--- src/rtl/cnd_pkg.sv ---
package cnd_pkg;
   // identifier field width, standard format only
   localparam int ID_W = 11;
   localparam int NODE_W = 7;
   localparam int PLD_W = 64;
   localparam int DLC_W = 4;

   // default identifier map, function codes before node number is added
   localparam logic [10:0] ID_NMT      = 11'h000;
   localparam logic [10:0] ID_SYNC     = 11'h080;
   localparam logic [10:0] ID_EMCY     = 11'h080;
   localparam logic [10:0] ID_TPDO1    = 11'h180;
   localparam logic [10:0] ID_RPDO1    = 11'h200;
   localparam logic [10:0] ID_TPDO2    = 11'h280;
   localparam logic [10:0] ID_RPDO2    = 11'h300;
   localparam logic [10:0] ID_TPDO3    = 11'h380;
   localparam logic [10:0] ID_RPDO3    = 11'h400;
   localparam logic [10:0] ID_TPDO4    = 11'h480;
   localparam logic [10:0] ID_RPDO4    = 11'h500;
   localparam logic [10:0] ID_SDO_TX   = 11'h580;
   localparam logic [10:0] ID_SDO_RX   = 11'h600;
   localparam logic [10:0] ID_NODEMON  = 11'h700;

   localparam logic [3:0] NMT_DLC = 4'h2;
   localparam logic [6:0] NODE_BCAST = 7'h00;
   localparam logic [6:0] NODE_MIN = 7'h01;
   localparam logic [6:0] NODE_MAX = 7'h7f;

   // command byte codes
   localparam logic [7:0] CMD_START    = 8'h01;
   localparam logic [7:0] CMD_STOP     = 8'h02;
   localparam logic [7:0] CMD_PREOP    = 8'h80;
   localparam logic [7:0] CMD_RST_NODE = 8'h81;
   localparam logic [7:0] CMD_RST_COMM = 8'h82;

   // init phase length in cycles
   localparam int INIT_CYC = 4;
   localparam int INIT_W = 3;

   typedef enum logic [1:0]
   {
      ST_INIT  = 2'b00,
      ST_PREOP = 2'b01,
      ST_OPER  = 2'b10,
      ST_STOP  = 2'b11
   } cnd_state_t;

   typedef enum logic [3:0]
   {
      SV_NONE  = 4'h0,
      SV_NMT   = 4'h1,
      SV_SYNC  = 4'h2,
      SV_EMCY  = 4'h3,
      SV_TPDO  = 4'h4,
      SV_RPDO  = 4'h5,
      SV_SDOTX = 4'h6,
      SV_SDORX = 4'h7,
      SV_NODEM = 4'h8
   } cnd_svc_t;

   typedef struct packed
   {
      logic [10:0] id;
      logic        ext;
      logic        rtr;
      logic [3:0]  dlc;
      logic [63:0] data;
   } cnd_frame_t;

   typedef struct packed
   {
      logic pdo;
      logic sdo;
      logic sync;
      logic emcy;
      logic boot;
      logic nmt;
   } cnd_gate_t;

   // byte k of payload, byte 0 is first on the wire (lsb first)
   function automatic logic [7:0] cnd_byte(input logic [63:0] d,
                                           input int k);
      cnd_byte = d[k*8 +: 8];
   endfunction

   function automatic logic [10:0] cnd_id(input logic [10:0] base,
                                          input logic [6:0] node);
      cnd_id = base + {4'h0, node};
   endfunction
endpackage

--- src/rtl/cnd_classify.sv ---
`timescale 1ns/1ns
`default_nettype none
module cnd_classify
(
   input  wire cnd_pkg::cnd_frame_t frame,
   input  wire logic [6:0]          node_id,
   input  wire logic                is_tx,
   output cnd_pkg::cnd_svc_t        svc,
   output logic [1:0]               pdo_ch
);
   import cnd_pkg::*;

   always_comb
   begin
      svc = SV_NONE;
      pdo_ch = 2'd0;
      if (frame.ext)
      begin
         svc = SV_NONE;
      end
      else if (!is_tx)
      begin
         if (frame.id == ID_NMT)
            svc = SV_NMT;
         else if (frame.id == ID_SYNC)
            svc = SV_SYNC;
         else if (frame.id == cnd_id(ID_SDO_RX, node_id))
            svc = SV_SDORX;
         else if (frame.id == cnd_id(ID_NODEMON, node_id))
            svc = SV_NODEM;
         else if (frame.id == cnd_id(ID_RPDO1, node_id))
         begin
            svc = SV_RPDO;
            pdo_ch = 2'd0;
         end
         else if (frame.id == cnd_id(ID_RPDO2, node_id))
         begin
            svc = SV_RPDO;
            pdo_ch = 2'd1;
         end
         else if (frame.id == cnd_id(ID_RPDO3, node_id))
         begin
            svc = SV_RPDO;
            pdo_ch = 2'd2;
         end
         else if (frame.id == cnd_id(ID_RPDO4, node_id))
         begin
            svc = SV_RPDO;
            pdo_ch = 2'd3;
         end
      end
      else
      begin
         if (frame.id == cnd_id(ID_EMCY, node_id))
            svc = SV_EMCY;
         else if (frame.id == cnd_id(ID_SDO_TX, node_id))
            svc = SV_SDOTX;
         else if (frame.id == cnd_id(ID_NODEMON, node_id))
            svc = SV_NODEM;
         else if (frame.id == cnd_id(ID_TPDO1, node_id))
         begin
            svc = SV_TPDO;
            pdo_ch = 2'd0;
         end
         else if (frame.id == cnd_id(ID_TPDO2, node_id))
         begin
            svc = SV_TPDO;
            pdo_ch = 2'd1;
         end
         else if (frame.id == cnd_id(ID_TPDO3, node_id))
         begin
            svc = SV_TPDO;
            pdo_ch = 2'd2;
         end
         else if (frame.id == cnd_id(ID_TPDO4, node_id))
         begin
            svc = SV_TPDO;
            pdo_ch = 2'd3;
         end
      end
   end
endmodule // cnd_classify
`default_nettype wire

--- src/rtl/cnd_gate.sv ---
`timescale 1ns/1ns
`default_nettype none
module cnd_gate
(
   input  wire cnd_pkg::cnd_state_t state,
   output cnd_pkg::cnd_gate_t       gate
);
   import cnd_pkg::*;

   always_comb
   begin
      gate.pdo  = (state == ST_OPER);
      gate.sdo  = (state == ST_PREOP) || (state == ST_OPER);
      gate.sync = (state == ST_PREOP) || (state == ST_OPER);
      gate.emcy = (state == ST_PREOP) || (state == ST_OPER);
      gate.boot = (state == ST_INIT);
      // stopped keeps only management alive
      gate.nmt  = (state != ST_INIT);
   end
endmodule // cnd_gate
`default_nettype wire

--- src/rtl/cnd_nmt_slave.sv ---
`timescale 1ns/1ns
`default_nettype none
module cnd_nmt_slave
(
   input  wire logic                ref_clk,
   input  wire logic                srst,
   input  wire logic [6:0]          node_id_cfg,
   input  wire logic                rx_valid,
   input  wire cnd_pkg::cnd_frame_t rx_frame,
   input  wire logic                tx_req,
   input  wire cnd_pkg::cnd_frame_t tx_frame,
   output logic                     tx_grant,
   output logic                     rx_deliver,
   output cnd_pkg::cnd_svc_t        rx_svc_reg,
   output logic [1:0]               rx_pdo_ch_reg,
   output cnd_pkg::cnd_frame_t      rx_frame_reg,
   output cnd_pkg::cnd_state_t      state_reg,
   output cnd_pkg::cnd_gate_t       gate,
   output logic [6:0]               node_id_reg,
   output logic                     node_reset_reg,
   output logic                     comm_reset_reg,
   output logic                     boot_send_reg,
   output cnd_pkg::cnd_frame_t      boot_frame_reg
);
   import cnd_pkg::*;

   cnd_svc_t            rx_svc;
   cnd_svc_t            tx_svc;
   logic [1:0]          rx_ch;
   cnd_state_t          state_next;
   logic [INIT_W-1:0]   init_cnt_reg;
   logic [INIT_W-1:0]   init_cnt_next;
   logic [6:0]          node_id_next;
   logic                node_reset_next;
   logic                comm_reset_next;
   logic                boot_send_next;
   cnd_frame_t          boot_frame_next;
   logic                rx_deliver_next;
   logic                rx_deliver_reg;
   cnd_svc_t            rx_svc_next;
   logic [1:0]          rx_pdo_ch_next;
   cnd_frame_t          rx_frame_next;
   logic [7:0]          cmd_byte;
   logic [7:0]          tgt_byte;
   logic                nmt_hit;
   logic                node_ok;
   logic                cmd_ok;

   cnd_classify u_rx_cls
   (
      .frame   (rx_frame),
      .node_id (node_id_reg),
      .is_tx   (1'b0),
      .svc     (rx_svc),
      .pdo_ch  (rx_ch)
   );

   cnd_classify u_tx_cls
   (
      .frame   (tx_frame),
      .node_id (node_id_reg),
      .is_tx   (1'b1),
      .svc     (tx_svc),
      .pdo_ch  ()
   );

   cnd_gate u_gate
   (
      .state (state_reg),
      .gate  (gate)
   );

   // payload byte order: command is byte 0, target byte 1
   assign cmd_byte = cnd_byte(rx_frame.data, 0);
   assign tgt_byte = cnd_byte(rx_frame.data, 1);

   // a bad strap falls back to node 1 rather than a broadcast id
   assign node_ok = (node_id_cfg >= NODE_MIN)
                    && (node_id_cfg <= NODE_MAX);

   // addressed management frame, exactly two bytes
   assign nmt_hit = rx_valid && (rx_svc == SV_NMT) && gate.nmt
                    && !rx_frame.rtr && (rx_frame.dlc == NMT_DLC)
                    && ((tgt_byte == {1'b0, NODE_BCAST})
                        || (tgt_byte == {1'b0, node_id_reg}));

   // codes outside the defined set are dropped, not delivered
   assign cmd_ok = (cmd_byte == CMD_START) || (cmd_byte == CMD_STOP)
                   || (cmd_byte == CMD_PREOP) || (cmd_byte == CMD_RST_NODE)
                   || (cmd_byte == CMD_RST_COMM);

   always_comb
   begin
      state_next = state_reg;
      init_cnt_next = init_cnt_reg;
      node_id_next = node_id_reg;
      node_reset_next = 1'b0;
      comm_reset_next = 1'b0;
      boot_send_next = 1'b0;
      boot_frame_next = boot_frame_reg;
      unique case (state_reg)
         ST_INIT:
         begin
            if (init_cnt_reg == INIT_W'(INIT_CYC - 1))
            begin
               // bus settings reloaded here, then boot-up announced
               node_id_next = node_ok ? node_id_cfg : NODE_MIN;
               boot_send_next = 1'b1;
               boot_frame_next = '0;
               boot_frame_next.id = cnd_id(ID_NODEMON,
                                           node_ok ? node_id_cfg
                                                   : NODE_MIN);
               boot_frame_next.dlc = 4'h1;
               state_next = ST_PREOP;
               init_cnt_next = '0;
            end
            else
               init_cnt_next = init_cnt_reg + INIT_W'(1);
         end
         ST_PREOP, ST_OPER, ST_STOP:
         begin
            if (nmt_hit)
            begin
               // same-state requests fall through as no change
               unique case (cmd_byte)
                  CMD_START: state_next = ST_OPER;
                  CMD_STOP: state_next = ST_STOP;
                  CMD_PREOP: state_next = ST_PREOP;
                  CMD_RST_NODE:
                  begin
                     state_next = ST_INIT;
                     node_reset_next = 1'b1;
                  end
                  CMD_RST_COMM:
                  begin
                     state_next = ST_INIT;
                     comm_reset_next = 1'b1;
                  end
                  default: state_next = state_reg;
               endcase
            end
         end
      endcase
   end

   always_ff @(posedge ref_clk)
   begin
      if (srst)
      begin
         state_reg <= ST_INIT;
         init_cnt_reg <= '0;
         node_id_reg <= NODE_MIN;
         node_reset_reg <= 1'b0;
         comm_reset_reg <= 1'b0;
         boot_send_reg <= 1'b0;
         boot_frame_reg <= '0;
      end
      else
      begin
         state_reg <= state_next;
         init_cnt_reg <= init_cnt_next;
         node_id_reg <= node_id_next;
         node_reset_reg <= node_reset_next;
         comm_reset_reg <= comm_reset_next;
         boot_send_reg <= boot_send_next;
         boot_frame_reg <= boot_frame_next;
      end
   end

   // receive side: deliver a frame only if its service runs now
   always_comb
   begin
      rx_deliver_next = 1'b0;
      rx_svc_next = rx_svc_reg;
      rx_pdo_ch_next = rx_pdo_ch_reg;
      rx_frame_next = rx_frame_reg;
      if (rx_valid)
      begin
         unique case (rx_svc)
            SV_RPDO: rx_deliver_next = gate.pdo;
            SV_SDORX: rx_deliver_next = gate.sdo;
            SV_SYNC: rx_deliver_next = gate.sync;
            SV_NODEM: rx_deliver_next = gate.nmt && !gate.boot;
            SV_NMT: rx_deliver_next = nmt_hit && cmd_ok;
            default: rx_deliver_next = 1'b0;
         endcase
         if (rx_deliver_next)
         begin
            rx_svc_next = rx_svc;
            rx_pdo_ch_next = rx_ch;
            rx_frame_next = rx_frame;
         end
      end
   end

   always_ff @(posedge ref_clk)
   begin
      if (srst)
      begin
         rx_deliver_reg <= 1'b0;
         rx_svc_reg <= SV_NONE;
         rx_pdo_ch_reg <= 2'd0;
         rx_frame_reg <= '0;
      end
      else
      begin
         rx_deliver_reg <= rx_deliver_next;
         rx_svc_reg <= rx_svc_next;
         rx_pdo_ch_reg <= rx_pdo_ch_next;
         rx_frame_reg <= rx_frame_next;
      end
   end

   assign rx_deliver = rx_deliver_reg;

   // transmit side: combinational grant, extended never allowed
   always_comb
   begin
      tx_grant = 1'b0;
      if (tx_req && !tx_frame.ext)
      begin
         unique case (tx_svc)
            SV_TPDO: tx_grant = gate.pdo;
            SV_SDOTX: tx_grant = gate.sdo;
            SV_EMCY: tx_grant = gate.emcy;
            // heartbeat falls silent in stopped too; boot-up has its own path
            SV_NODEM: tx_grant = (state_reg == ST_PREOP)
                                 || (state_reg == ST_OPER);
            default: tx_grant = 1'b0;
         endcase
      end
   end
endmodule // cnd_nmt_slave
`default_nettype wire

--- config.mk ---
export PLATFORM = sky130hd
export DESIGN_NAME = cnd_nmt_slave
export DESIGN_NICKNAME = d
export VERILOG_FILES = /design/src/rtl/cnd_pkg.sv /design/src/rtl/cnd_classify.sv /design/src/rtl/cnd_gate.sv /design/src/rtl/cnd_nmt_slave.sv
export SDC_FILE = /design/constraint.sdc
export NUM_CORES = 1
export LEC_CHECK = 0
export ABC_AREA = 1
export BUFFER_PORTS_ARGS = -buffer_cell sky130_fd_sc_hd__buf_2
export CAP_MARGIN = 20
export CORE_AREA = 3 3 139 141
export DETAILED_ROUTE_END_ITERATION = 6
export DIE_AREA = 0 0 142 144
export SLEW_MARGIN = 25
export SYNTH_ARGS = -nofsm -noshare
export SYNTH_HDL_FRONTEND = slang
export SYNTH_SLANG_ARGS = --single-unit
--- constraint.sdc ---
create_clock -name ref_clk -period 4.1 [get_ports ref_clk]
set_clock_uncertainty 0.2 [all_clocks]
set_input_delay 1.025 -clock ref_clk [delete_from_list [all_inputs] [get_ports ref_clk]]
set_output_delay 1.025 -clock ref_clk [all_outputs]
set_load 0.05 [all_outputs]
==> results of run 1 <==
## through the flow
step,util (%),instance area (um2),setup WS [ps]
2_1_floorplan,-,5800,145
3_3_place_gp,35.8,6470,573
3_5_place_dp,35.8,6470,558
4_1_cts,37.6,6800,561
5_1_grt,37.6,6800,386
6_report,37.6,6800,563
## worst max path at each step
| stage | slack (ps) | cells after the start | end | from |
|---|---|---|---|---|
| after floorplan | 150 | 4 | tx_grant | tx_frame[74] |
| after global placement | 570 | 7 | tx_grant | tx_frame[75] |
| after detailed placement | 560 | 15 | rx_frame_reg[30] | rx_frame[72] |
| after CTS | 560 | 7 | tx_grant | tx_frame[75] |
| after global routing | 390 | 7 | tx_grant | tx_frame[75] |
| final | 560 | 7 | tx_grant | tx_frame[75] |
## layout make-up
cell class	count	share of cell area, %
multi-input cells	579	35.5
flip-flops and latches	105	30.9
repair buffers	226	17.4
inverters	130	7.20
well taps	229	4.22
clock buffers	9	3.31
clock inverters	7	1.47
## cell families after synthesis
family          count (synthesis)  synth area share, %
compound gates                 35                 3.59
fa+ha+maj                       3                0.678
xor+xnor                       10                 1.58
flops                         105                 37.9
other cells                     1               0.0677
simple gates                  461                 32.9
buf+inv                       241                 23.2
## worst max-delay path: stages
cell	delay [ps]
buf_2	100
xnor2_1	130
o2111ai_1	110
a2111oi_0	320
o2111ai_1	170
nor3_1	150
buf_2	290
## power by group
group / switching [uW] / leakage [uW] / internal, uW / total (uW)
Sequential: 27.2 / 0.000847 / 1040 / 1070
Combinational: 374 / 0.00309 / 101 / 476
Clock: 407 / 0.000154 / 541 / 948
## Yosys cell counts, drive strengths merged (2+ instances only)
library cell  number
a211oi             2
a21oi             18
buf               99
clkbuf            12
dfxtp            105
ha                 3
inv              130
nand2            225
nand3             16
nand4              5
nor2             201
nor3               7
nor3b              2
nor4               4
o2111ai            2
o21ai              9
xnor2              8
xor2               2
## layer usage
| metal | part of all wire [%] | GRT usage (%) |
|---|---|---|
| met5 | 0.14 | 0 |
| met4 | 1.9 | 4.90 |
| met3 | 8.3 | 4.70 |
| met2 | 46 | 23.1 |
| met1 | 44 | 17.1 |
==> metrics.cfg, run 1 <==
[status]
status=finished, final reports clean

[place]
dp.cells=1269
hpwl_um=11500
place_congestion=0.827
port_buffers=221

[timing]
fin_crit_ps=3540
rsz0062_at_grt=false
slew_violations=0
worst_slew_pin_slew_ps=625
whs_ps=257
fin_crit_sh_pct=86.3
max_freq_ghz=0.283
hold_viol_final=0
setup_viol=0
maxSlewHeadroom_pct=58.2
setup_tns_ps=0

[route]
wire_per_inst_um=11.7
drcViolationCount=0
via_per_inst=3.96
drt-pass1-iter-count=4
drt-initial-drc-count=168
routed_wl_um=15000
vias=5094
ant_nets=0

[finish]
nFillCells=2009
drive_above_1_share_pct=24.4
instances_no_fill=1285
largest_reg_flops=81
register_area_um2=2100
final_nets=1227
area_growth_pct=22.7
layout_common_cells=nand2_1, buf_2, nor2_1, inv_1, dfxtp_1
multi_input_area_um2=2410
antenna_cells=0

[clock_network]
ctsResizeCount=0
clockBufferDepth=2
clk_pin_slew_ps=70
cts_tree=done
htree_levels=3
cts_buffers=9
hold_buffers=0
clk_latency_ps=350
cts-root-buf=clkbuf_16
cts_setup_buffers=0
cts.sinks=105

[die]
dieArea_um2=20400
die_h_um=144
die_w_um=142
rows=49
initial_utilization_pct=30.6
core_um2=18100
io_pins=361

[worst_setup_path]
worstPathRequired_ps=2870
rr_startpoint=state_reg[1]
crit_fanout=1
crit_type=in2out
crit_arrival_ps=2310
cp-end-kind=output pin
worst-r2r-setup-slack_ps=1110
critPathLaunchType=input pin
r2r-end=rx_frame_reg[30]
rr_worst_depth=12

[logic_synthesis]
synth.ff_latch_count=105
synthArstFlopShare_pct=0
netlist.area_leader.share_pct=37.9
synth_area_leaders=dfxtp_1, nand2_1, nor2_1, buf_4, inv_1
syn_area_um2=5540
ys.flop_type=dfxtp_1
yosysWarnings=0
synth_seq_area_share_pct=37.9
syn_inst=856
synth_enable_flop_cells=0
ys_types=34
synth.avg_cell_area_um2=6.47
synth_area_leader_cell=dfxtp_1

[power]
peakVddDrop_uv=183
powerDensity_nw_per_um2=366
power.leakage_uw=0.00409
power_uw=2490

[global_route]
first_global_vias=4561
grt_start_max_net_pins=53
antenna_found_initial=2
track_usage_pct=14.0
grt.overflow.total=0
grt_pass1_wl_um=22700

[flow_run]
maxCapViolations=0

[worst_hold_path]
worstHoldEndpoint=init_cnt_reg[2]
hold_start=init_cnt_reg[2]
min_path_type=reg2reg
holdPathStages=2

Note: power is estimated with default switching activity, not from simulation.
==> run 2, diff against run 1 <==
--- a/config.mk
+++ b/config.mk
@@ -8,9 +8,10 @@
 export ABC_AREA = 1
 export BUFFER_PORTS_ARGS = -buffer_cell sky130_fd_sc_hd__buf_2
 export CAP_MARGIN = 20
-export CORE_AREA = 3 3 139 141
+export CORE_AREA = 3 3 138 140
+export CTS_BUF_LIST = sky130_fd_sc_hd__clkbuf_4 sky130_fd_sc_hd__clkbuf_8
 export DETAILED_ROUTE_END_ITERATION = 6
-export DIE_AREA = 0 0 142 144
+export DIE_AREA = 0 0 141 143
 export SLEW_MARGIN = 25
 export SYNTH_ARGS = -nofsm -noshare
 export SYNTH_HDL_FRONTEND = slang
==> metrics.cfg, run 2 (synthesis gave the netlist of run 1 again) <==
[worst_setup_path]
slowest_delay_ps=330  ; about the same
worstPathCellList=buf_2 > xnor2_1 > o2111ai_1 > a2111oi_0 > o2111ai_1 > nor3_1 > buf_2
cp_top_family=compound AO/OA/AOI/OAI gates
worst-r2r-setup-slack_ps=1050  ; -60 ps
path_buf_inv=2  ; unchanged
crit_arrival_ps=2460  ; +150 ps
crit_fanout=1  ; unchanged
worstPathRequired_ps=2870  ; about the same
critPathLaunchType=input pin
crit_type=in2out
slowest_stage=buf_2
cp-end-kind=output pin

[timing]
slew_violations=0  ; unchanged
max_freq_ghz=0.272  ; -3.9%
worst_slew_pin_slew_ps=620  ; -5.65 ps
fin_crit_sh_pct=89.8  ; +3.5 points
maxSlewHeadroom_pct=58.5  ; +0.38 points
fin_crit_ps=3680  ; +144 ps
rsz0062_at_grt=false
setup_tns_ps=0  ; unchanged
hold_viol_final=0  ; unchanged
setup_viol=0  ; unchanged

[finish]
nFillCells=2002  ; -0.35%
multi_input_area_um2=2410  ; unchanged
design_area_um2=6680  ; -1.7%
register_area_um2=2100  ; unchanged
instances_no_fill=1286  ; +0.078%
drive_above_1_share_pct=24.5  ; +0.071 points
layout_common_cells=nand2_1, buf_2, nor2_1, inv_1, dfxtp_1
final_nets=1228  ; +0.081%
post-route-util_pct=37.2  ; -0.40 points
antenna_cells=0  ; unchanged
largest_reg_flops=81  ; unchanged
area_growth_pct=20.5

[flow_run]
maxCapViolations=0  ; unchanged

[route]
drcViolationCount=0  ; unchanged
via_per_inst=4.01  ; +1.2%
drt-initial-drc-count=178  ; +6.0%
vias=5157  ; +1.2%
wire_per_inst_um=11.8  ; +1.3%
ant_nets=0  ; unchanged
drt-pass1-iter-count=4  ; unchanged
routed_wl_um=15200  ; +1.4%

[clock_network]
ctsResizeCount=0  ; unchanged
cts_buffers=9  ; unchanged
clk_pin_slew_ps=100  ; +30 ps
htree_levels=3  ; unchanged
clockBufferDepth=2  ; unchanged
cts_setup_buffers=0  ; unchanged
cts_tree=done
cts-root-buf=clkbuf_8
hold_buffers=0  ; unchanged
clk_latency_ps=380  ; +30 ps
cts.sinks=105  ; unchanged

[place]
port_buffers=221  ; unchanged
dp.cells=1270  ; +0.079%
placed_area_um2=6450  ; -0.27%
hpwl_um=11700  ; +1.9%
place_congestion=0.813  ; -1.8%

[die]
initial_utilization_pct=30.8  ; +0.21 points
io_pins=361  ; unchanged
die_w_um=141  ; -0.70%
rows=49  ; unchanged
core_um2=18000  ; -0.68%
die_h_um=143  ; -0.69%
dieArea_um2=20200  ; -1.4%

[power]
peakVddDrop_uv=142  ; -22%
power.leakage_uw=0.00404  ; -1.4%
powerDensity_nw_per_um2=342  ; -6.7%

[global_route]
grt.overflow.total=0  ; unchanged
grt_pass1_wl_um=23800  ; +4.6%
first_global_vias=4750  ; +4.1%
track_usage_pct=14.7  ; +0.73 points
grt_start_max_net_pins=54  ; +1.9%
antenna_found_initial=1  ; -1

[status]
status=finished, final reports clean

[worst_hold_path]
min_path_type=reg2reg

-- run 2: cell count changes in the layout (fill, tap and decap cells not counted), sizes merged --
cell | previous run | this run
buf | 226 | 227
-- run 2: power breakdown --
group | switching, uW | total (uW) | internal, uW | leakage (uW)
registers | 27.7 | 1070 | 1040 | 0.000847
clock network | 390 | 739 | 350 | 0.000106
logic | 374 | 476 | 101 | 0.00308
total | 792 | 2280 | 1490 | 0.00404
-- run 2: metrics by stage --
| step | hold slack (ps) | total power, uW | setup WS (ps) |
|---|---|---|---|
| 2_1_floorplan | 230 | 1510 | 145 |
| 3_3_place_gp | 242 | 1560 | 371 |
| 3_5_place_dp | 250 | 1570 | 362 |
| 4_1_cts | 267 | 2320 | 356 |
| 5_1_grt | 298 | 2400 | 212 |
| 6_report | 264 | 2280 | 418 |
-- run 2: worst min-delay path: stages (launching register included) --
cell and delay, ps:
dfxtp_1 340, nand2_1 60, nor2_1 30
-- run 2: area by class of cell --
| class | count | area share, % |
|---|---|---|
| Multi-Input combinational cell | 579 | 36.1 |
| Sequential cell | 105 | 31.5 |
| Timing Repair Buffer | 227 | 17.4 |
| Inverter | 130 | 7.33 |
| Tap cell | 229 | 4.29 |
| Clock buffer | 9 | 1.85 |
| Clock inverter | 7 | 1.52 |
-- run 2: path summary, 6_finish.rpt --
check	cells after the start	from	endpoint
worst max-delay path	7	tx_frame[75]	tx_grant
worst min-delay path	2	init_cnt_reg[2]	init_cnt_reg[2]
worst max register to register	12	state_reg[0]	rx_frame_reg[27]
worst min register to register	2	init_cnt_reg[2]	init_cnt_reg[2]
-- run 2: metal layers --
metal | GRT usage, % | up-vias | share of wire [%]
li1 | - | 2760 | -
met1 | 17.7 | 2208 | 44
met4 | 4.90 | 2 | 1.6
met2 | 24.9 | 167 | 46
met5 | 0 | - | 0.086
met3 | 4.82 | 20 | 8.3
